--- src/core/i2r_pkg.sv ---
// constants, state types and reset values of the two-wire register read slave
// assumes the bus pins are sampled on CLK (125 MHz) and the register file answers in the strobe cycle
package i2r_pkg;
   localparam logic [2:0] I2R_OPC_READ = 3'h4;
   localparam int I2R_OPC_MSB = 2;
   localparam int I2R_PORT_HI_BIT = 0;
   localparam int I2R_PORT_LO_BIT = 7;
   localparam int I2R_BE_MSB = 5;
   localparam int I2R_BE_LSB = 2;
   localparam int I2R_ADDR_HI_MSB = 1;
   localparam int I2R_NUM_PORTS = 3;
   localparam logic [3:0] I2R_BITS_PER_BYTE = 4'h8;
   localparam logic [1:0] I2R_LAST_CMD = 2'h3;
   localparam logic [1:0] I2R_FIRST_TX = 2'h0;
   localparam logic I2R_PIN_IDLE = 1'h1;

   typedef enum logic [2:0] {I2R_IDLE, I2R_ADDR, I2R_ADDR_ACK, I2R_CMD, I2R_CMD_ACK,
      I2R_TX, I2R_TX_ACK} i2r_phase_t;

   typedef struct packed {
      i2r_phase_t state;
      logic [3:0] cnt;
      logic [7:0] sh;
      logic rw;
      logic [2:0] cidx;
      logic [3:0][7:0] cmd;
      logic [31:0] buf_w;
      logic [1:0] tidx;
      logic [7:0] tx_sh;
      logic nack;
      logic oe;
      logic rd;
      logic [2:0] port_sel;
      logic [11:0] addr;
      logic [3:0] be;
   } i2r_state_t;

   localparam i2r_state_t I2R_RST = '{state: I2R_IDLE, default: '0};
endpackage

--- src/core/i2r_sync.sv ---
// two-stage synchroniser with a third stage kept for edge detection
// assumes d comes from pins outside the CLK domain, idle high
`timescale 1ns/1ns
module i2r_sync #(
   parameter int W = 2
) (
   input wire logic clk, // sampling clock
   input wire logic rst, // synchronous, active high
   input wire logic [W-1:0] d, // asynchronous pins
   output logic [W-1:0] q, // synchronised level
   output logic [W-1:0] q_prev // level one cycle earlier
);
   typedef struct packed {
      logic [W-1:0] meta;
      logic [W-1:0] lvl;
      logic [W-1:0] prev;
   } i2r_sync_t;

   i2r_sync_t s_q, s_d;

   // only the second and third stages reach the outputs; the first is never decoded
   always_comb
   begin
      s_d.meta = d;
      s_d.lvl = s_q.meta;
      s_d.prev = s_q.lvl;
   end

   // idle-high reset keeps a false edge from following reset
   always_ff @(posedge clk)
   begin
      if (rst)
         s_q <= {3{{W{i2r_pkg::I2R_PIN_IDLE}}}};
      else
         s_q <= s_d;
   end

   assign q = s_q.lvl;
   assign q_prev = s_q.prev;
endmodule

--- src/core/i2r_slave.sv ---
// two-wire slave serving register read commands from a 32-bit capture buffer
// assumes SCL/SDA pins are asynchronous; register fetch answers in the strobe cycle
`timescale 1ns/1ns
module i2r_slave (
   input wire logic CLK, // system clock, 125 MHz
   input wire logic SYS_RST, // synchronous reset, active high
   input wire logic SCL_I, // bus clock pin level
   input wire logic SDA_I, // bus data pin level
   output logic SDA_O, // data drive value, always low
   output logic SDA_OE, // high while pulling data low
   input wire logic [6:0] SLV_ADDR, // own 7-bit address, from CLK logic
   output logic REG_RD, // one-cycle register fetch strobe
   output logic [2:0] REG_PORT_SEL, // one-hot switch port select
   output logic [11:0] REG_ADDR, // dword-aligned register address
   output logic [3:0] REG_BE, // byte enables from the command
   input wire logic [31:0] REG_RDATA // fetched register value
);
   i2r_pkg::i2r_state_t r_q, r_d;
   logic [1:0] pin_q, pin_p;
   logic scl_rise, scl_fall, start_det, stop_det;

   i2r_sync #(.W(2)) u_sync (
      .clk(CLK),
      .rst(SYS_RST),
      .d({SCL_I, SDA_I}),
      .q(pin_q),
      .q_prev(pin_p)
   );

   function automatic logic [7:0] buf_byte(input logic [31:0] w, input logic [1:0] idx);
      buf_byte = w[31 - 8 * idx -: 8];
   endfunction

   assign scl_rise = pin_q[1] & ~pin_p[1];
   assign scl_fall = ~pin_q[1] & pin_p[1];
   assign start_det = pin_q[1] & pin_p[1] & ~pin_q[0] & pin_p[0];
   assign stop_det = pin_q[1] & pin_p[1] & pin_q[0] & ~pin_p[0];

   always_comb
   begin
      logic [1:0] pidx;
      pidx = '0;
      r_d = r_q;
      r_d.rd = 1'b0;
      if (r_q.rd)
         r_d.buf_w = REG_RDATA;
      if (start_det)
      begin
         // repeated start keeps the command and buffer
         r_d.state = i2r_pkg::I2R_ADDR;
         r_d.cnt = '0;
         r_d.oe = 1'b0;
      end
      else if (stop_det)
      begin
         r_d.state = i2r_pkg::I2R_IDLE;
         r_d.oe = 1'b0;
      end
      else
      begin
         unique case (r_q.state)
            i2r_pkg::I2R_IDLE: ;
            i2r_pkg::I2R_ADDR, i2r_pkg::I2R_CMD:
            begin
               if (scl_rise)
               begin
                  r_d.sh = {r_q.sh[6:0], pin_q[0]};
                  r_d.cnt = r_q.cnt + 4'h1;
               end
               else if (scl_fall && r_q.cnt == i2r_pkg::I2R_BITS_PER_BYTE)
               begin
                  r_d.oe = 1'b1;
                  if (r_q.state == i2r_pkg::I2R_ADDR)
                  begin
                     if (r_q.sh[7:1] == SLV_ADDR)
                     begin
                        r_d.state = i2r_pkg::I2R_ADDR_ACK;
                        r_d.rw = r_q.sh[0];
                     end
                     else
                     begin
                        r_d.state = i2r_pkg::I2R_IDLE;
                        r_d.oe = 1'b0;
                     end
                  end
                  else
                  begin
                     r_d.state = i2r_pkg::I2R_CMD_ACK;
                     if (r_q.cidx < 3'h4)
                     begin
                        r_d.cmd[r_q.cidx[1:0]] = r_q.sh;
                        r_d.cidx = r_q.cidx + 3'h1;
                     end
                     pidx = {r_d.cmd[1][i2r_pkg::I2R_PORT_HI_BIT],
                        r_d.cmd[2][i2r_pkg::I2R_PORT_LO_BIT]};
                     // port index 3 names no port, so no fetch and the buffer stays
                     if (r_q.cidx == {1'b0, i2r_pkg::I2R_LAST_CMD}
                        && r_d.cmd[0][i2r_pkg::I2R_OPC_MSB:0] == i2r_pkg::I2R_OPC_READ
                        && 32'(pidx) < i2r_pkg::I2R_NUM_PORTS)
                     begin
                        r_d.rd = 1'b1;
                        r_d.port_sel = 3'h1 << pidx;
                        r_d.be = r_d.cmd[2][i2r_pkg::I2R_BE_MSB:i2r_pkg::I2R_BE_LSB];
                        r_d.addr = {r_d.cmd[2][i2r_pkg::I2R_ADDR_HI_MSB:0],
                           r_d.cmd[3], 2'h0};
                     end
                  end
               end
            end
            i2r_pkg::I2R_ADDR_ACK:
            begin
               if (scl_fall)
               begin
                  r_d.cnt = '0;
                  if (r_q.rw)
                  begin
                     r_d.state = i2r_pkg::I2R_TX;
                     r_d.tidx = i2r_pkg::I2R_FIRST_TX;
                     r_d.tx_sh = buf_byte(r_q.buf_w, i2r_pkg::I2R_FIRST_TX);
                     r_d.oe = ~r_d.tx_sh[7];
                     r_d.cnt = 4'h1;
                  end
                  else
                  begin
                     r_d.state = i2r_pkg::I2R_CMD;
                     r_d.cidx = '0;
                     r_d.oe = 1'b0;
                  end
               end
            end
            i2r_pkg::I2R_CMD_ACK:
            begin
               if (scl_fall)
               begin
                  r_d.state = i2r_pkg::I2R_CMD;
                  r_d.cnt = '0;
                  r_d.oe = 1'b0;
               end
            end
            i2r_pkg::I2R_TX:
            begin
               if (scl_fall)
               begin
                  if (r_q.cnt == i2r_pkg::I2R_BITS_PER_BYTE)
                  begin
                     r_d.state = i2r_pkg::I2R_TX_ACK;
                     r_d.oe = 1'b0;
                  end
                  else
                  begin
                     r_d.oe = ~r_q.tx_sh[6];
                     r_d.tx_sh = {r_q.tx_sh[6:0], 1'b0};
                     r_d.cnt = r_q.cnt + 4'h1;
                  end
               end
            end
            i2r_pkg::I2R_TX_ACK:
            begin
               if (scl_rise)
                  r_d.nack = pin_q[0];
               else if (scl_fall)
               begin
                  if (r_q.nack)
                     r_d.state = i2r_pkg::I2R_IDLE;
                  else
                  begin
                     // 2-bit index rolls 3 -> 0, restarting at byte 3
                     r_d.tidx = r_q.tidx + 2'h1;
                     r_d.tx_sh = buf_byte(r_q.buf_w, r_d.tidx);
                     r_d.oe = ~r_d.tx_sh[7];
                     r_d.cnt = 4'h1;
                     r_d.state = i2r_pkg::I2R_TX;
                  end
               end
            end
         endcase
      end
   end

   always_ff @(posedge CLK)
   begin
      if (SYS_RST)
         r_q <= i2r_pkg::I2R_RST;
      else
         r_q <= r_d;
   end

   assign SDA_O = 1'b0;
   assign SDA_OE = r_q.oe;
   assign REG_RD = r_q.rd;
   assign REG_PORT_SEL = r_q.port_sel;
   assign REG_ADDR = r_q.addr;
   assign REG_BE = r_q.be;
endmodule

--- config.mk ---
export PLATFORM = sky130hd
export DESIGN_NAME = i2r_slave
export DESIGN_NICKNAME = d
export VERILOG_FILES = /design/src/core/i2r_pkg.sv /design/src/core/i2r_sync.sv /design/src/core/i2r_slave.sv
export SDC_FILE = /design/constraint.sdc
export NUM_CORES = 1
export LEC_CHECK = 0
export ABC_AREA = 1
export ABC_CLOCK_PERIOD_IN_PS = 4500
export BUFFER_PORTS_ARGS = -buffer_cell sky130_fd_sc_hd__buf_2
export CAP_MARGIN = 20
export CELL_PAD_IN_SITES_DETAIL_PLACEMENT = 1
export CELL_PAD_IN_SITES_GLOBAL_PLACEMENT = 1
export CORE_ASPECT_RATIO = 0.5
export CORE_MARGIN = 2
export CORE_UTILIZATION = 44
export DETAILED_ROUTE_END_ITERATION = 10
export GPL_TIMING_DRIVEN = 0
export PLACE_DENSITY_LB_ADDON = 0.1
export RECOVER_POWER = 50
export SLEW_MARGIN = 40
export SYNTH_ARGS = -nofsm -noshare
export SYNTH_HDL_FRONTEND = slang
export SYNTH_SLANG_ARGS = --single-unit
--- constraint.sdc ---
create_clock -name CLK -period 4.5 [get_ports CLK]
set_input_delay 0 -clock CLK [delete_from_list [all_inputs] [get_ports CLK]]
set_output_delay 0 -clock CLK [all_outputs]
set_load 0.02 [all_outputs]
# Word-level counts from Yosys, hierarchy flattened
# Index checks and enable logic that the tools add are counted.
[totals]
ff_bits = 118
[op_classes]
muxes = 64
n_addsub = 4
n_bitwise = 20
magnitude_cmp = 4
n_reduce_logical = 26
shift = 2
n_eq_ne = 34
[ops]
columns = ["operator", "n"]
rows = [
  ["35-bit two-way mux", 8],
  ["36-bit two-way mux", 2],
  ["10-bit two-way mux", 5],
  ["7-bit two-way mux", 7],
  ["48-bit two-way mux", 1],
  ["21-bit two-way mux", 2],
  ["20-bit two-way mux", 2],
  ["39-bit by 33-bit variable part select with 8-bit output", 1],
  ["4-bit inequality test, second input constant", 9],
  ["9-bit AND reduction", 4],
  ["7-bit one-hot mux with 5 select lines", 1],
  ["32-bit bitwise mux", 1],
  ["32-bit two-way mux", 1],
  ["2-bit inequality test, second input constant", 14],
  ["3-bit two-way mux", 8],
  ["7-bit one-hot mux with 3 select lines", 1],
  ["7-bit AND reduction", 3],
  ["10-bit AND reduction", 2],
  ["8-bit demux with 2-bit select", 1],
  ["1-bit two-way mux", 14],
  ["1-bit inverter", 13],
  ["3-bit equality test, second input constant", 4],
  ["12-bit two-way mux", 1],
  ["3-bit by 2-bit equality test with 1-bit output, second input constant", 3],
  ["33 further kinds", 46],
]

# Longest topological paths before layout
# Gate-level depths: netlist of run 1.
[depth]
word_depth = 20
ltp_mapped = 13

# Hierarchy
# Synthesis of run 1 repeated with hierarchy kept, for this count alone.
[unflattened]
hier_cells = 789
area_unflattened_um2 = 5353.9
[by_module_without_submodules]
columns = ["mod", "cells_per_inst", "area_per_inst_um2", "seq_area_each_um2", "n_inst"]
rows = [
  ["i2r_slave", 768, 5170.0, 1981.9, 1],
  ["i2r_sync", 21, 183.9, 120.1, 1],
]

# Worst setup path before layout of run 1
# OpenSTA, ideal clock, no wires.
[synth_path]
path_type = "flip-flop to flip-flop"
from = "register r_q[96] (netlist name)"
to = "register r_q, in the netlist REG_ADDR[4]"
stages_incl_launch_ff = 12
required_time_ps = 4387
arrival_ps = 1598
setup_time_ps = 113
path_buffers = 1
setup_slack_ps = 2790
path_cell_list = "dfxtp_1 -> inv_1 -> ha_1 -> nand2_2 -> nand2_1 -> o21ai_1 -> inv_1 -> nor3_2 -> buf_2 -> nand3_1 -> nand2_1 -> nor2_1"
[synth_between]
elab_chain_len = 16
word_cells_on_any_way = 20
[synth_rtl]
columns = ["element", "line_no", "rtl"]
rows = [
  ["start: declaration", "i2r_slave.sv:18", "i2r_pkg::i2r_state_t r_q, r_d;"],
  ["start signal: assignment", "i2r_slave.sv:183", "r_q <= i2r_pkg::I2R_RST;"],
  ["start signal: assignment", "i2r_slave.sv:185", "r_q <= r_d;"],
  ["2-bit by 3-bit less-than comparator with 1-bit output (not written as such) or 2-bit by 1-bit >= comparator with 1-bit output (tied branches)", "i2r_slave.sv:91", "r_d.cmd[r_q.cidx[1:0]] = r_q.sh;"],
  ["1-bit logical AND (not written as such)", "i2r_slave.sv:91", ""],
  ["8-bit two-way mux (not written as such)", "i2r_slave.sv:91", ""],
  ["8-bit demux with 2-bit select", "i2r_slave.sv:91", ""],
  ["32-bit bitwise mux", "i2r_slave.sv:91", ""],
  ["35-bit two-way mux", "i2r_slave.sv:89", "if (r_q.cidx < 3'h4)"],
  ["35-bit two-way mux", "i2r_slave.sv:73", "if (r_q.state == i2r_pkg::I2R_ADDR)"],
  ["35-bit two-way mux", "i2r_slave.sv:70", "else if (scl_fall && r_q.cnt == i2r_pkg::I2R_BITS_PER_BYTE)"],
  ["35-bit two-way mux", "i2r_slave.sv:65", "if (scl_rise)"],
  ["35-bit two-way mux", "i2r_slave.sv:61", "unique case (r_q.state)"],
  ["35-bit two-way mux", "i2r_slave.sv:54", "else if (stop_det)"],
  ["35-bit two-way mux", "i2r_slave.sv:47", "if (start_det)"],
  ["3-bit equality test", "i2r_slave.sv:98", "&& r_d.cmd[0][i2r_pkg::I2R_OPC_MSB:0] == i2r_pkg::I2R_OPC_READ"],
  ["1-bit logical AND", "i2r_slave.sv:98", ""],
  ["1-bit logical AND", "i2r_slave.sv:99", "&& 32'(pidx) < i2r_pkg::I2R_NUM_PORTS)"],
  ["7-bit AND reduction (no source line)", "n/a", ""],
]
# Several ways; a longest one is shown, not always the timed one. The select of a mux whose other input is x is not followed.
# A chain may end at the register's enable or synchronous reset.

# Worst setup path in the final report of run 1
[layout_path]
from = "register r_q[96] (netlist name)"
to = "register r_q, in the netlist REG_ADDR[6]"
# The elaborated chain is that of the path after synthesis.

==> impl_results.md, run 1 <==
- Result of the run: complete, no violations
- Count of final max-slew check failures: 0
- Signal arrival time at the worst endpoint: 2.45 ns
- Clock skew after layout: 0.0120 ns
- Transition at the pin with the smallest max-transition slack: 0.638 ns
- Area of the mapped netlist: 5260 um^2
- Cell count after synthesis: 800
- Iteration-0 DRC count of the detailed router: 279
- Yosys warning count: 0
- Worst Hold Margin: 0.0826 ns
- Maximum level of the CTS H-tree: 3
- Layout Nets: 957
- Main combinational cell family by area after synthesis: simple AND/OR/NAND/NOR gates
- Mux share of post-synthesis cell area: 0.00381
- Peak supply drop: 0.000240 V
- Critical Path Slowest Stage Cell: sky130_fd_sc_hd__nor3_2
- Share of the synthesized area in the top cell type: 0.400
- Cell at the root of the clock tree: sky130_fd_sc_hd__clkbuf_16
- Synth area leader: sky130_fd_sc_hd__dfxtp_1
- Required time at the worst-slack endpoint: 4.76 ns
- Max transition margin: 0.574
- Clock period minus worst slack: 2.19 ns
- Power per standard cell area: 427 nW/um^2
- Maximum clock rate: 0.456 GHz
- Setup slack after placement: 2.32 ns
- Later-pin clock latency in the skew report: 0.36 ns
- Leakage power: 2.98 nW
- Share of the synthesized area in compound gates (AO/OA/AOI/OAI): 0.131
- Period Utilization, post-route: 0.487
- Cell chain of the critical path: inv_1, ha_1, nand2_2, nand2_1, o21ai_1, inv_1, nor3_2, buf_2, nand3_1, nand2_1, nor2_1
- Post-Route Setup TNS: 0 ns
- Core ar.: 11700 um^2
- Clock tree buffer depth: 2
- Ant diodes: 0
- Final worst slack: 2.31 ns
- Total vias in the final route: 5354
- Vertical die dimension: 81.3 um
- Dominant register cell in the synthesized netlist: sky130_fd_sc_hd__dfxtp_1
- CTS resizes: 0
- Top post-synthesis cells by count: sky130_fd_sc_hd__nand2_1, sky130_fd_sc_hd__nor2_1, sky130_fd_sc_hd__dfxtp_1
- Basic-gate share of the synthesized area counting and, or, nand and nor cells: 0.338
- Number of enable-type register cells in the synthesized netlist: 0
- Maxcap violations: 0
- Portion of the post-synthesis area used by sequential elements: 0.400
- Maximum single-stage delay on the critical path: 0.44 ns
- Maximum fanout encountered on the critical timing path: 10
- Final hold viol count: 0
- Cells taking the most area after synthesis: sky130_fd_sc_hd__dfxtp_1, sky130_fd_sc_hd__nand2_1, sky130_fd_sc_hd__nor2_1
- Unique masters post-synth: 32
- Total power consumption of the routed design: 0.00274 W
- GRT Overall Usage: 0.268
- Placed wire-length estimate after detailed placement: 11300 um
- Antenna-violating nets left: 0
- Largest net degree at the start of global routing: 19
- Total clock buffers created by CTS: 9
- Global-route wire length before repair: 26700 um
- Share of final-layout standard cells stronger than drive strength 1: 0.122
- Number of antenna violations at the first check in global routing: 0
- Setup repair after global routing missed its margin: no
- Area of the die: 12900 um^2
- Wire length per cell: 15.2 um
- Area Overhead vs Synth: 22.0%
- Element type at the critical path start: flop
- Via count normalized by instance count: 4.97
- # setup viols final: 0
- Total congestion overflow: 0
- FFs w/ async S/R, synth: 0
- First drt pass iteration count: 4
- Total Routed Length: 16400 um
- Clock net sink count: 105
- Clock-pin slew on the worst setup and hold paths: 0.08 ns
- Number of synthesized register bits: 105
- Worst min-delay path class: in -> reg
- Remaining design rule violation count: 0
- Via count of the first global-routing pass: 5516
- Arithmetic-cell share of the synthesized area counting full adders, half adders and majority gates: 0.0143
- Starting density of the core: 0.448
- Post-synthesis share of cell area spent on xor and xnor gates: 0.00167
- Endpoint kind of the worst setup timing path: flop
- Post-synthesis average cell area: 6.57 um^2
- GP Congestion: 0.919
- Top-count cell post-synth: sky130_fd_sc_hd__nand2_1
- Chip width: 159 um
- CTS tree: built
- Port-buffer cells: 61
- Category of the critical setup timing path: reg -> reg
- Buffers inserted during post-CTS setup optimization: 0
- Number of rows in the core area: 28
- Top-level port count: 65
-- worst paths after layout --
| check | start | endpoint | slack (ns) | cells past startpoint |
|---|---|---|---|---|
| max reg2reg | r_q[96] | REG_ADDR[6] | 2.31 | 11 |
| min reg2reg | u_sync.s_d[3] | u_sync.q[1] | 0.42 | 1 |
| max | r_q[96] | REG_ADDR[6] | 2.31 | 11 |
| min | REG_RDATA[3] | r_q[35] | 0.08 | 3 |
-- sequential cells by signal, summed over array words and instances (netlist names) --
signal and cells:
REG_ADDR 10, REG_BE 4, REG_PORT_SEL 3, REG_RD 1, SDA_OE 1, r_q 80
u_sync.q 2, u_sync.q_prev 2, u_sync.s_d 2
-- final cells by class --
type                       instances  area, um^2
buffer                            50         289
clock buffer                       9         225
clock inverter                     7         101
fill                            1602        5320
inverter                          77         289
multi-input combinational        570        2580
sequential                       105        2100
tap                              165         206
timing repair buffer              95         621
-- cell usage in the layout (no fill, tap or decap), drive strengths merged --
cell / instances
conb: 3
nand2: 198
a22oi: 5
and2: 1
a21oi: 34
clkbuf: 48
clkinv: 3
mux2i: 2
dfxtp: 105
or2: 4
o21bai: 1
nand3: 48
o211ai: 1
ha: 6
buf: 72
nor2: 168
dlygate4sd3: 34
inv: 77
xor2: 1
bufinv: 2
nor3: 5
clkinvlp: 2
a211oi: 15
nand4: 7
o21ai: 71
-- layer usage --
layer | share of wire | up-vias | track usage
met2 | 0.48 | 90 | 0.487
met5 | 0 | - | 0
met4 | 0.012 | 0 | 0.0802
met1 | 0.47 | 2529 | 0.323
li1 | - | 2722 | -
met3 | 0.038 | 13 | 0.0528
-- per-stage QoR --
stage	util	instance area (um^2)	instances
after global placement	0.492	5780	1028
after detailed placement	0.492	5780	1028
after floorplan	-	5270	802
after CTS	0.549	6440	1078
after global routing	0.547	6420	1078
final	0.547	6420	1078
-- power breakdown --
group	internal, W	switching [W]	total (W)
clock network	0.000493	0.000380	0.000874
registers	0.000993	0.0000574	0.00105
logic	0.000262	0.000553	0.000815
total	0.00175	0.000991	0.00274
-- logic make-up after synthesis --
kind of cell | Yosys count
and+or+nand+nor | 431
AOI/OAI and AO/OA | 127
buffers and inverters | 127
DFF | 105
adders and majority gates | 6
muxes | 2
other | 1
xor gates and xnor gates | 1
-- timing repair --
item,CTS,global route
endpoints found under the hold margin,36,0
hold buffers,34,0
setup endpoints to repair,0,0
-- critical path: cells and delay by family, from the launching register on --
kind | cells | cell delay [ns]
flip-flops | 1 | 0.40
AO/OA/AOI/OAI | 1 | 0.13
AND/OR/NAND/NOR | 6 | 0.88
adder cells (fa/ha/maj) | 1 | 0.21
buffers and inverters | 3 | 0.49
Note: power is estimated with default switching activity, not from simulation.
==> inputs of run 2 (changes only) <==
Settings changed: ABC_CLOCK_PERIOD_IN_PS 4500 to 1900, CORE_UTILIZATION 44 to 37.
Clock period 4.5 ns to 1.9 ns, I/O delays scaled along.
==> impl_results.md, run 2 (same netlist as run 1, synthesis figures left out) <==
- Core ar.: 13700 um^2 (+17%)
- Maxcap violations: 0 (unchanged)
- Element type at the critical path start: flop
- Clock skew after layout: 0.0119 ns (-0.0000875 ns)
- Leakage power: 3.10 nW (+3.9%)
- Max transition margin: 0.558 (-0.0166)
- Inst Count DP: 1055 (+2.6%)
- Leading cell type in the layout, fill and taps excluded: sky130_fd_sc_hd__nand2_1
- Total vias in the final route: 5412 (+1.1%)
- Global-route wire length before repair: 27200 um (+1.8%)
- Transition at the pin with the smallest max-transition slack: 0.663 ns (+0.0249 ns)
- Placed wire-length estimate after detailed placement: 11900 um (+5.2%)
- Maximum single-stage delay on the critical path: 0.36 ns (-0.08 ns)
- GRT Overall Usage: 0.227 (-0.0409)
- Total congestion overflow: 0 (unchanged)
- Top-level port count: 65 (unchanged)
- Category of the critical setup timing path: reg -> reg
- Max FFs per register: 80 (unchanged)
- Cell at the root of the clock tree: sky130_fd_sc_hd__clkbuf_16
- Total clock buffers created by CTS: 9 (unchanged)
- Clock period minus worst slack: 1.82 ns (-0.373 ns)
- Clock tree buffer depth: 2 (unchanged)
- First drt pass iteration count: 4 (unchanged)
- Number of standard cells in the layout, taps in and fillers out: 1120 (+3.9%)
- Count of final max-slew check failures: 0 (unchanged)
- Period Utilization, post-route: 0.957 (+0.470)
- CTS tree: built
- Remaining design rule violation count: 0 (unchanged)
- Cell chain of the critical path: inv_2, ha_4, nand3_4, nor2_4, nand2_4, nor2_4, nand2_2, nor2_4, buf_6, nand3_1, nand2_1
- GP Congestion: 0.881 (-4.2%)
- Worst min-delay path class: in -> reg
- Iteration-0 DRC count of the detailed router: 265 (-5.0%)
- Ant diodes: 0 (unchanged)
- Endpoint kind of the worst setup timing path: flop
- Register with the most flip-flops: r_q
- Area of the die: 15200 um^2 (+18%)
- Number of rows in the core area: 30 (+7.1%)
- Critical Path Slowest Stage Cell: sky130_fd_sc_hd__dfxtp_1
- Required time at the worst-slack endpoint: 2.20 ns (-2.56 ns)
- Antenna-violating nets left: 0 (unchanged)
- Starting density of the core: 0.384 (-0.0642)
- Peak supply drop: 0.000420 V (+75%)
- Share of final-layout standard cells stronger than drive strength 1: 0.177 (+0.0551)
- Wire length per cell: 15.2 um (+0.19%)
- Vertical die dimension: 88.3 um (+8.6%)
- Clock net sink count: 105 (unchanged)
- Via count normalized by instance count: 4.83 (-2.7%)
- Total Routed Length: 17000 um (+4.1%)
- Layout Nets: 972 (+1.6%)
- Signal arrival time at the worst endpoint: 2.12 ns (-0.33 ns)
- Clock-pin slew on the worst setup and hold paths: 0.08 ns (about the same)
- Most frequent cells in the layout: sky130_fd_sc_hd__nand2_1, sky130_fd_sc_hd__nor2_1, sky130_fd_sc_hd__dfxtp_1
- Chip width: 173 um (+8.8%)
- Number of antenna violations at the first check in global routing: 0 (unchanged)
- Flip-flop and latch area: 2110 um^2 (+0.24%)
- Port-buffer cells: 61 (unchanged)
- Setup repair after global routing missed its margin: yes
- Via count of the first global-routing pass: 5495 (-0.38%)
- Area Overhead vs Synth: 27.8%
- Power per standard cell area: 971 nW/um^2 (+130%)
- Result of the run: complete, no violations
- Largest net degree at the start of global routing: 20 (+1)
- # setup viols final: 0 (unchanged)
- Combined area of the multi-input logic cells: 2730 um^2 (+5.7%)
- Filler Cell Count: 1799 (+12%)
- Most repeated library cell on the critical path: sky130_fd_sc_hd__nor2_4
- Share of the core filled with cells: 0.490 (-0.0564)
- Maximum fanout encountered on the critical timing path: 6 (-4)
- Maximum clock rate: 0.550 GHz (+21%)
- Later-pin clock latency in the skew report: 0.36 ns (about the same)
- Maximum level of the CTS H-tree: 3 (unchanged)
- Final hold viol count: 0 (unchanged)
- Reg2Reg Setup Slack: 0.08 ns (-2.23 ns)
[run 2: cell count changes in the layout (fill, tap and decap cells not counted), sizes merged]
cell         change
bufinv           -2
buf             +13
clkinvlp         -1
clkbuf           +1
dlygate4sd3      +1
inv              +3
[run 2: power by group]
| part | switching (W) | internal [W] | total (W) |
|---|---|---|---|
| Combinational | 0.00142 | 0.000734 | 0.00216 |
| Clock | 0.000940 | 0.000920 | 0.00186 |
| Sequential | 0.000146 | 0.00236 | 0.00251 |
[run 2: critical path: cells and delay by family (launching register included)]
family | cells | cell delay (ns)
buffers and inverters | 2 | 0.26
flip-flops | 1 | 0.36
AND/OR/NAND/NOR | 8 | 0.98
adder cells (fa/ha/maj) | 1 | 0.14
[run 2: timing repair]
action | in CTS | in global routing
cloned | 0 | 3
resized for setup | 11 | 58
hold buffers | 35 | 0
setup buffers | 5 | 6
pin swaps | 5 | 11
endpoints found under the hold margin | 35 | 0
setup endpoints to repair | 28 | 57
[run 2: path summary, 6_finish.rpt]
check,startpoint,end,cells past startpoint
hold / removal,SLV_ADDR[5],r_q[113],8
hold reg to reg,u_sync.s_d[2],u_sync.q[0],1
setup reg to reg,r_q[109],REG_PORT_SEL[2],11
setup / recovery,r_q[109],REG_PORT_SEL[2],11
[run 2: cell type report]
class | instances | area share
flip-flops and latches | 105 | 0.314
plain buffers | 50 | 0.0451
inverters | 77 | 0.0436
clock inverters | 7 | 0.00894
repair buffers | 110 | 0.113
clock buffers | 9 | 0.0335
well taps | 192 | 0.0358
multi-input cells | 570 | 0.406
[run 2: through the flow]
stage / setup WS (ns) / cell area [um^2] / total power [W] / hold slack [ns] / TNS (ns)
floorplan: 0.190 / 5270 / 0.00389 / 0.104 / 0
global placement: -0.224 / 5810 / 0.00431 / 0.185 / -2.95
detailed placement: -0.263 / 5810 / 0.00440 / 0.188 / -3.57
CTS: 0.00321 / 6520 / 0.00634 / 0.261 / 0
global route: -0.0329 / 6720 / 0.00698 / 0.313 / -0.236
finish: 0.0809 / 6720 / 0.00652 / 0.258 / 0
[run 2: per-layer routing]
| metal | up-vias | wire [um] | track usage |
|---|---|---|---|
| met5 | - | 0 | 0 |
| met4 | 0 | 179 | 0.0528 |
| met3 | 16 | 524 | 0.0515 |
| met2 | 72 | 8260 | 0.411 |
| met1 | 2569 | 8080 | 0.280 |
| li1 | 2755 | - | - |
==> inputs of run 3 (changes only) <==
Settings changed: RECOVER_POWER 50 to 25, TNS_END_PERCENT set to 5.
==> impl_results.md, run 3 (same netlist as run 1, synthesis figures left out) <==
- Category of the critical setup timing path: reg -> reg
- Top layer used by detailed routing: met4
- Later-pin clock latency in the skew report: 0.36 ns (about the same)
- Core ar.: 13700 um^2 (unchanged)
- Clock tree buffer depth: 2 (unchanged)
- Count of final max-slew check failures: 0 (unchanged)
- Buf/Inv on CP: 3 (+1)
- Launch point of the critical path: r_q[96]
- Largest net degree at the start of global routing: 20 (unchanged)
- Chip width: 173 um (unchanged)
- Total vias in the final route: 5382 (-0.55%)
- Antenna-violating nets left: 0 (unchanged)
- Transition at the pin with the smallest max-transition slack: 0.666 ns (+0.00309 ns)
- Element type at the critical path start: flop
- CTS tree: built
- Maximum fanout encountered on the critical timing path: 6 (unchanged)
- Ant diodes: 0 (unchanged)
- Inst Count DP: 1055 (unchanged)
- GP Congestion: 0.881 (unchanged)
- Placed wire-length estimate after detailed placement: 11900 um (unchanged)
- Vertical die dimension: 88.3 um (unchanged)
- Post-layout instance area: 6670 um^2 (-0.65%)
- DR WL met3: 696 um (+33%)
- R2R Path Start: r_q[96]
- Leakage power: 3.14 nW (+1.3%)
- Remaining design rule violation count: 0 (unchanged)
- Port-buffer cells: 61 (unchanged)
- Required time at the worst-slack endpoint: 2.15 ns (-0.05 ns)
- Max transition margin: 0.556 (-0.00206)
- Number of standard cells in the layout, taps in and fillers out: 1115 (-0.45%)
- Result of the run: complete, no violations
- Period Utilization, post-route: 0.968 (+0.0102)
- Clock skew after layout: 0.0120 ns (+0.0000684 ns)
- Setup repair after global routing missed its margin: yes
- Global-route wire length before repair: 27200 um (about the same)
- Filler Cell Count: 1797 (-0.11%)
- Cell at the root of the clock tree: sky130_fd_sc_hd__clkbuf_16
- First drt pass iteration count: 4 (unchanged)
- Max FFs per register: 80 (unchanged)
- Top-level port count: 65 (unchanged)
- Clock-pin slew on the worst setup and hold paths: 0.08 ns (about the same)
- Clock net sink count: 105 (unchanged)
- Cell chain of the critical path: inv_1, ha_2, nand2_4, nand2_2, o21ai_4, inv_2, nor3_4, buf_6, nand3_1, nand2_1, nor2_1
- Maximum single-stage delay on the critical path: 0.37 ns (about the same)
- Critical Path Slowest Stage Cell: sky130_fd_sc_hd__dfxtp_2
- Share of the core filled with cells: 0.487 (-0.00320)
- Area of the die: 15200 um^2 (unchanged)
- Most frequent cells in the layout: sky130_fd_sc_hd__nand2_1, sky130_fd_sc_hd__nor2_1, sky130_fd_sc_hd__dfxtp_1
- Wire length per cell: 15.3 um (+0.32%)
- Number of antenna violations at the first check in global routing: 0 (unchanged)
- Register with the most flip-flops: r_q
- Signal arrival time at the worst endpoint: 2.09 ns (-0.03 ns)
- Clock period minus worst slack: 1.84 ns (+0.0194 ns)
- Met2 wire length: 8200 um (-0.70%)
- Layout Nets: 967 (-0.51%)
- Final hold viol count: 0 (unchanged)
- Hold wc startpoint: SLV_ADDR[5]
- Endpoint kind of the worst setup timing path: flop
- Maximum clock rate: 0.544 GHz (-1.1%)
- Total congestion overflow: 0 (unchanged)
- # setup viols final: 0 (unchanged)
- Power per standard cell area: 971 nW/um^2 (about the same)
- Total placed instance area: 5810 um^2 (unchanged)
- Number of rows in the core area: 30 (unchanged)
- Via count of the first global-routing pass: 5471 (-0.44%)
- CP delay by family, top: simple AND/OR/NAND/NOR gates
- Maxcap violations: 0 (unchanged)
- GRT Overall Usage: 0.226 (about the same)
- Leading cell type in the layout, fill and taps excluded: sky130_fd_sc_hd__nand2_1
- Iteration-0 DRC count of the detailed router: 259 (-2.3%)
- Worst min-delay path class: in -> reg
- Wl on met1: 7920 um (-1.9%)
- Starting density of the core: 0.384 (unchanged)
- Total clock buffers created by CTS: 9 (unchanged)
- Peak supply drop: 0.000419 V (-0.13%)
- Worst Hold Margin: 0.266 ns (+0.00735 ns)
- Maximum level of the CTS H-tree: 3 (unchanged)
- Area Overhead vs Synth: 26.9%
- Via count normalized by instance count: 4.83 (-0.11%)
- Total Routed Length: 17000 um (-0.12%)
- Share of final-layout standard cells stronger than drive strength 1: 0.190 (+0.0129)
-- run 3: cell types whose count changed in the layout (fill, tap and decap cells not counted), moves of 2 or more --
cell / before / now
sky130_fd_sc_hd__buf_2: 47 / 67
sky130_fd_sc_hd__clkbuf_1: 37 / 18
sky130_fd_sc_hd__buf_6: 10 / 7
sky130_fd_sc_hd__buf_4: 28 / 26
-- run 3: worst paths after layout --
kind	to	slack (ns)	cells past startpoint
max	REG_ADDR[4]	0.06	11
min	r_q[113]	0.27	8
max reg2reg	REG_ADDR[4]	0.06	11
min reg2reg	u_sync.q[0]	0.42	1
-- run 3: through the flow --
step / TNS, ns / setup WS [ns] / power, W
after floorplan: 0 / 0.190 / 0.00389
after global placement: -2.95 / -0.224 / 0.00431
after detailed placement: -3.57 / -0.263 / 0.00440
after CTS: 0 / 0.00574 / 0.00635
after global routing: -0.590 / -0.0553 / 0.00693
final: 0 / 0.0614 / 0.00648
-- run 3: final cells by class --
type                    count  area [um^2]  share of cell area
repair buffers            105          734               0.110
well taps                 192          240              0.0360
clock inverters             7         60.1             0.00900
plain buffers              50          303              0.0454
clock buffers               9          225              0.0337
flip-flops and latches    105         2110               0.316
multi-input cells         570         2720               0.407
inverters                  77          289              0.0433
-- run 3: tightest hold or removal path, stage by stage --
cell                      delay, ns
sky130_fd_sc_hd__buf_2         0.09
sky130_fd_sc_hd__nand2_1       0.05
sky130_fd_sc_hd__nand2_1       0.05
sky130_fd_sc_hd__nor2_1        0.04
sky130_fd_sc_hd__nand2_1       0.11
sky130_fd_sc_hd__nor3_1        0.07
sky130_fd_sc_hd__nor3_1        0.13
sky130_fd_sc_hd__nor2_1        0.05
-- run 3: report_power, final --
group / total, W / switching, W / internal [W]
Sequential: 0.00251 / 0.000147 / 0.00236
Clock: 0.00186 / 0.000937 / 0.000920
Combinational: 0.00212 / 0.00140 / 0.000713
-- run 3: layer usage --
layer | up-vias | track usage
met3 | 17 | 0.0503
met1 | 2533 | 0.281
met2 | 89 | 0.409
li1 | 2743 | -
met5 | - | 0
met4 | 0 | 0.0567
-- run 3: repair_timing --
item | 4_1_cts | 5_1_grt
endpoints found under the setup margin | 28 | 54
setup buffers | 2 | 5
gates resized for setup | 14 | 45
hold buffers | 35 | 0
pin swaps | 2 | 7
cloned | 0 | 2
endpoints found under the hold margin | 35 | 0
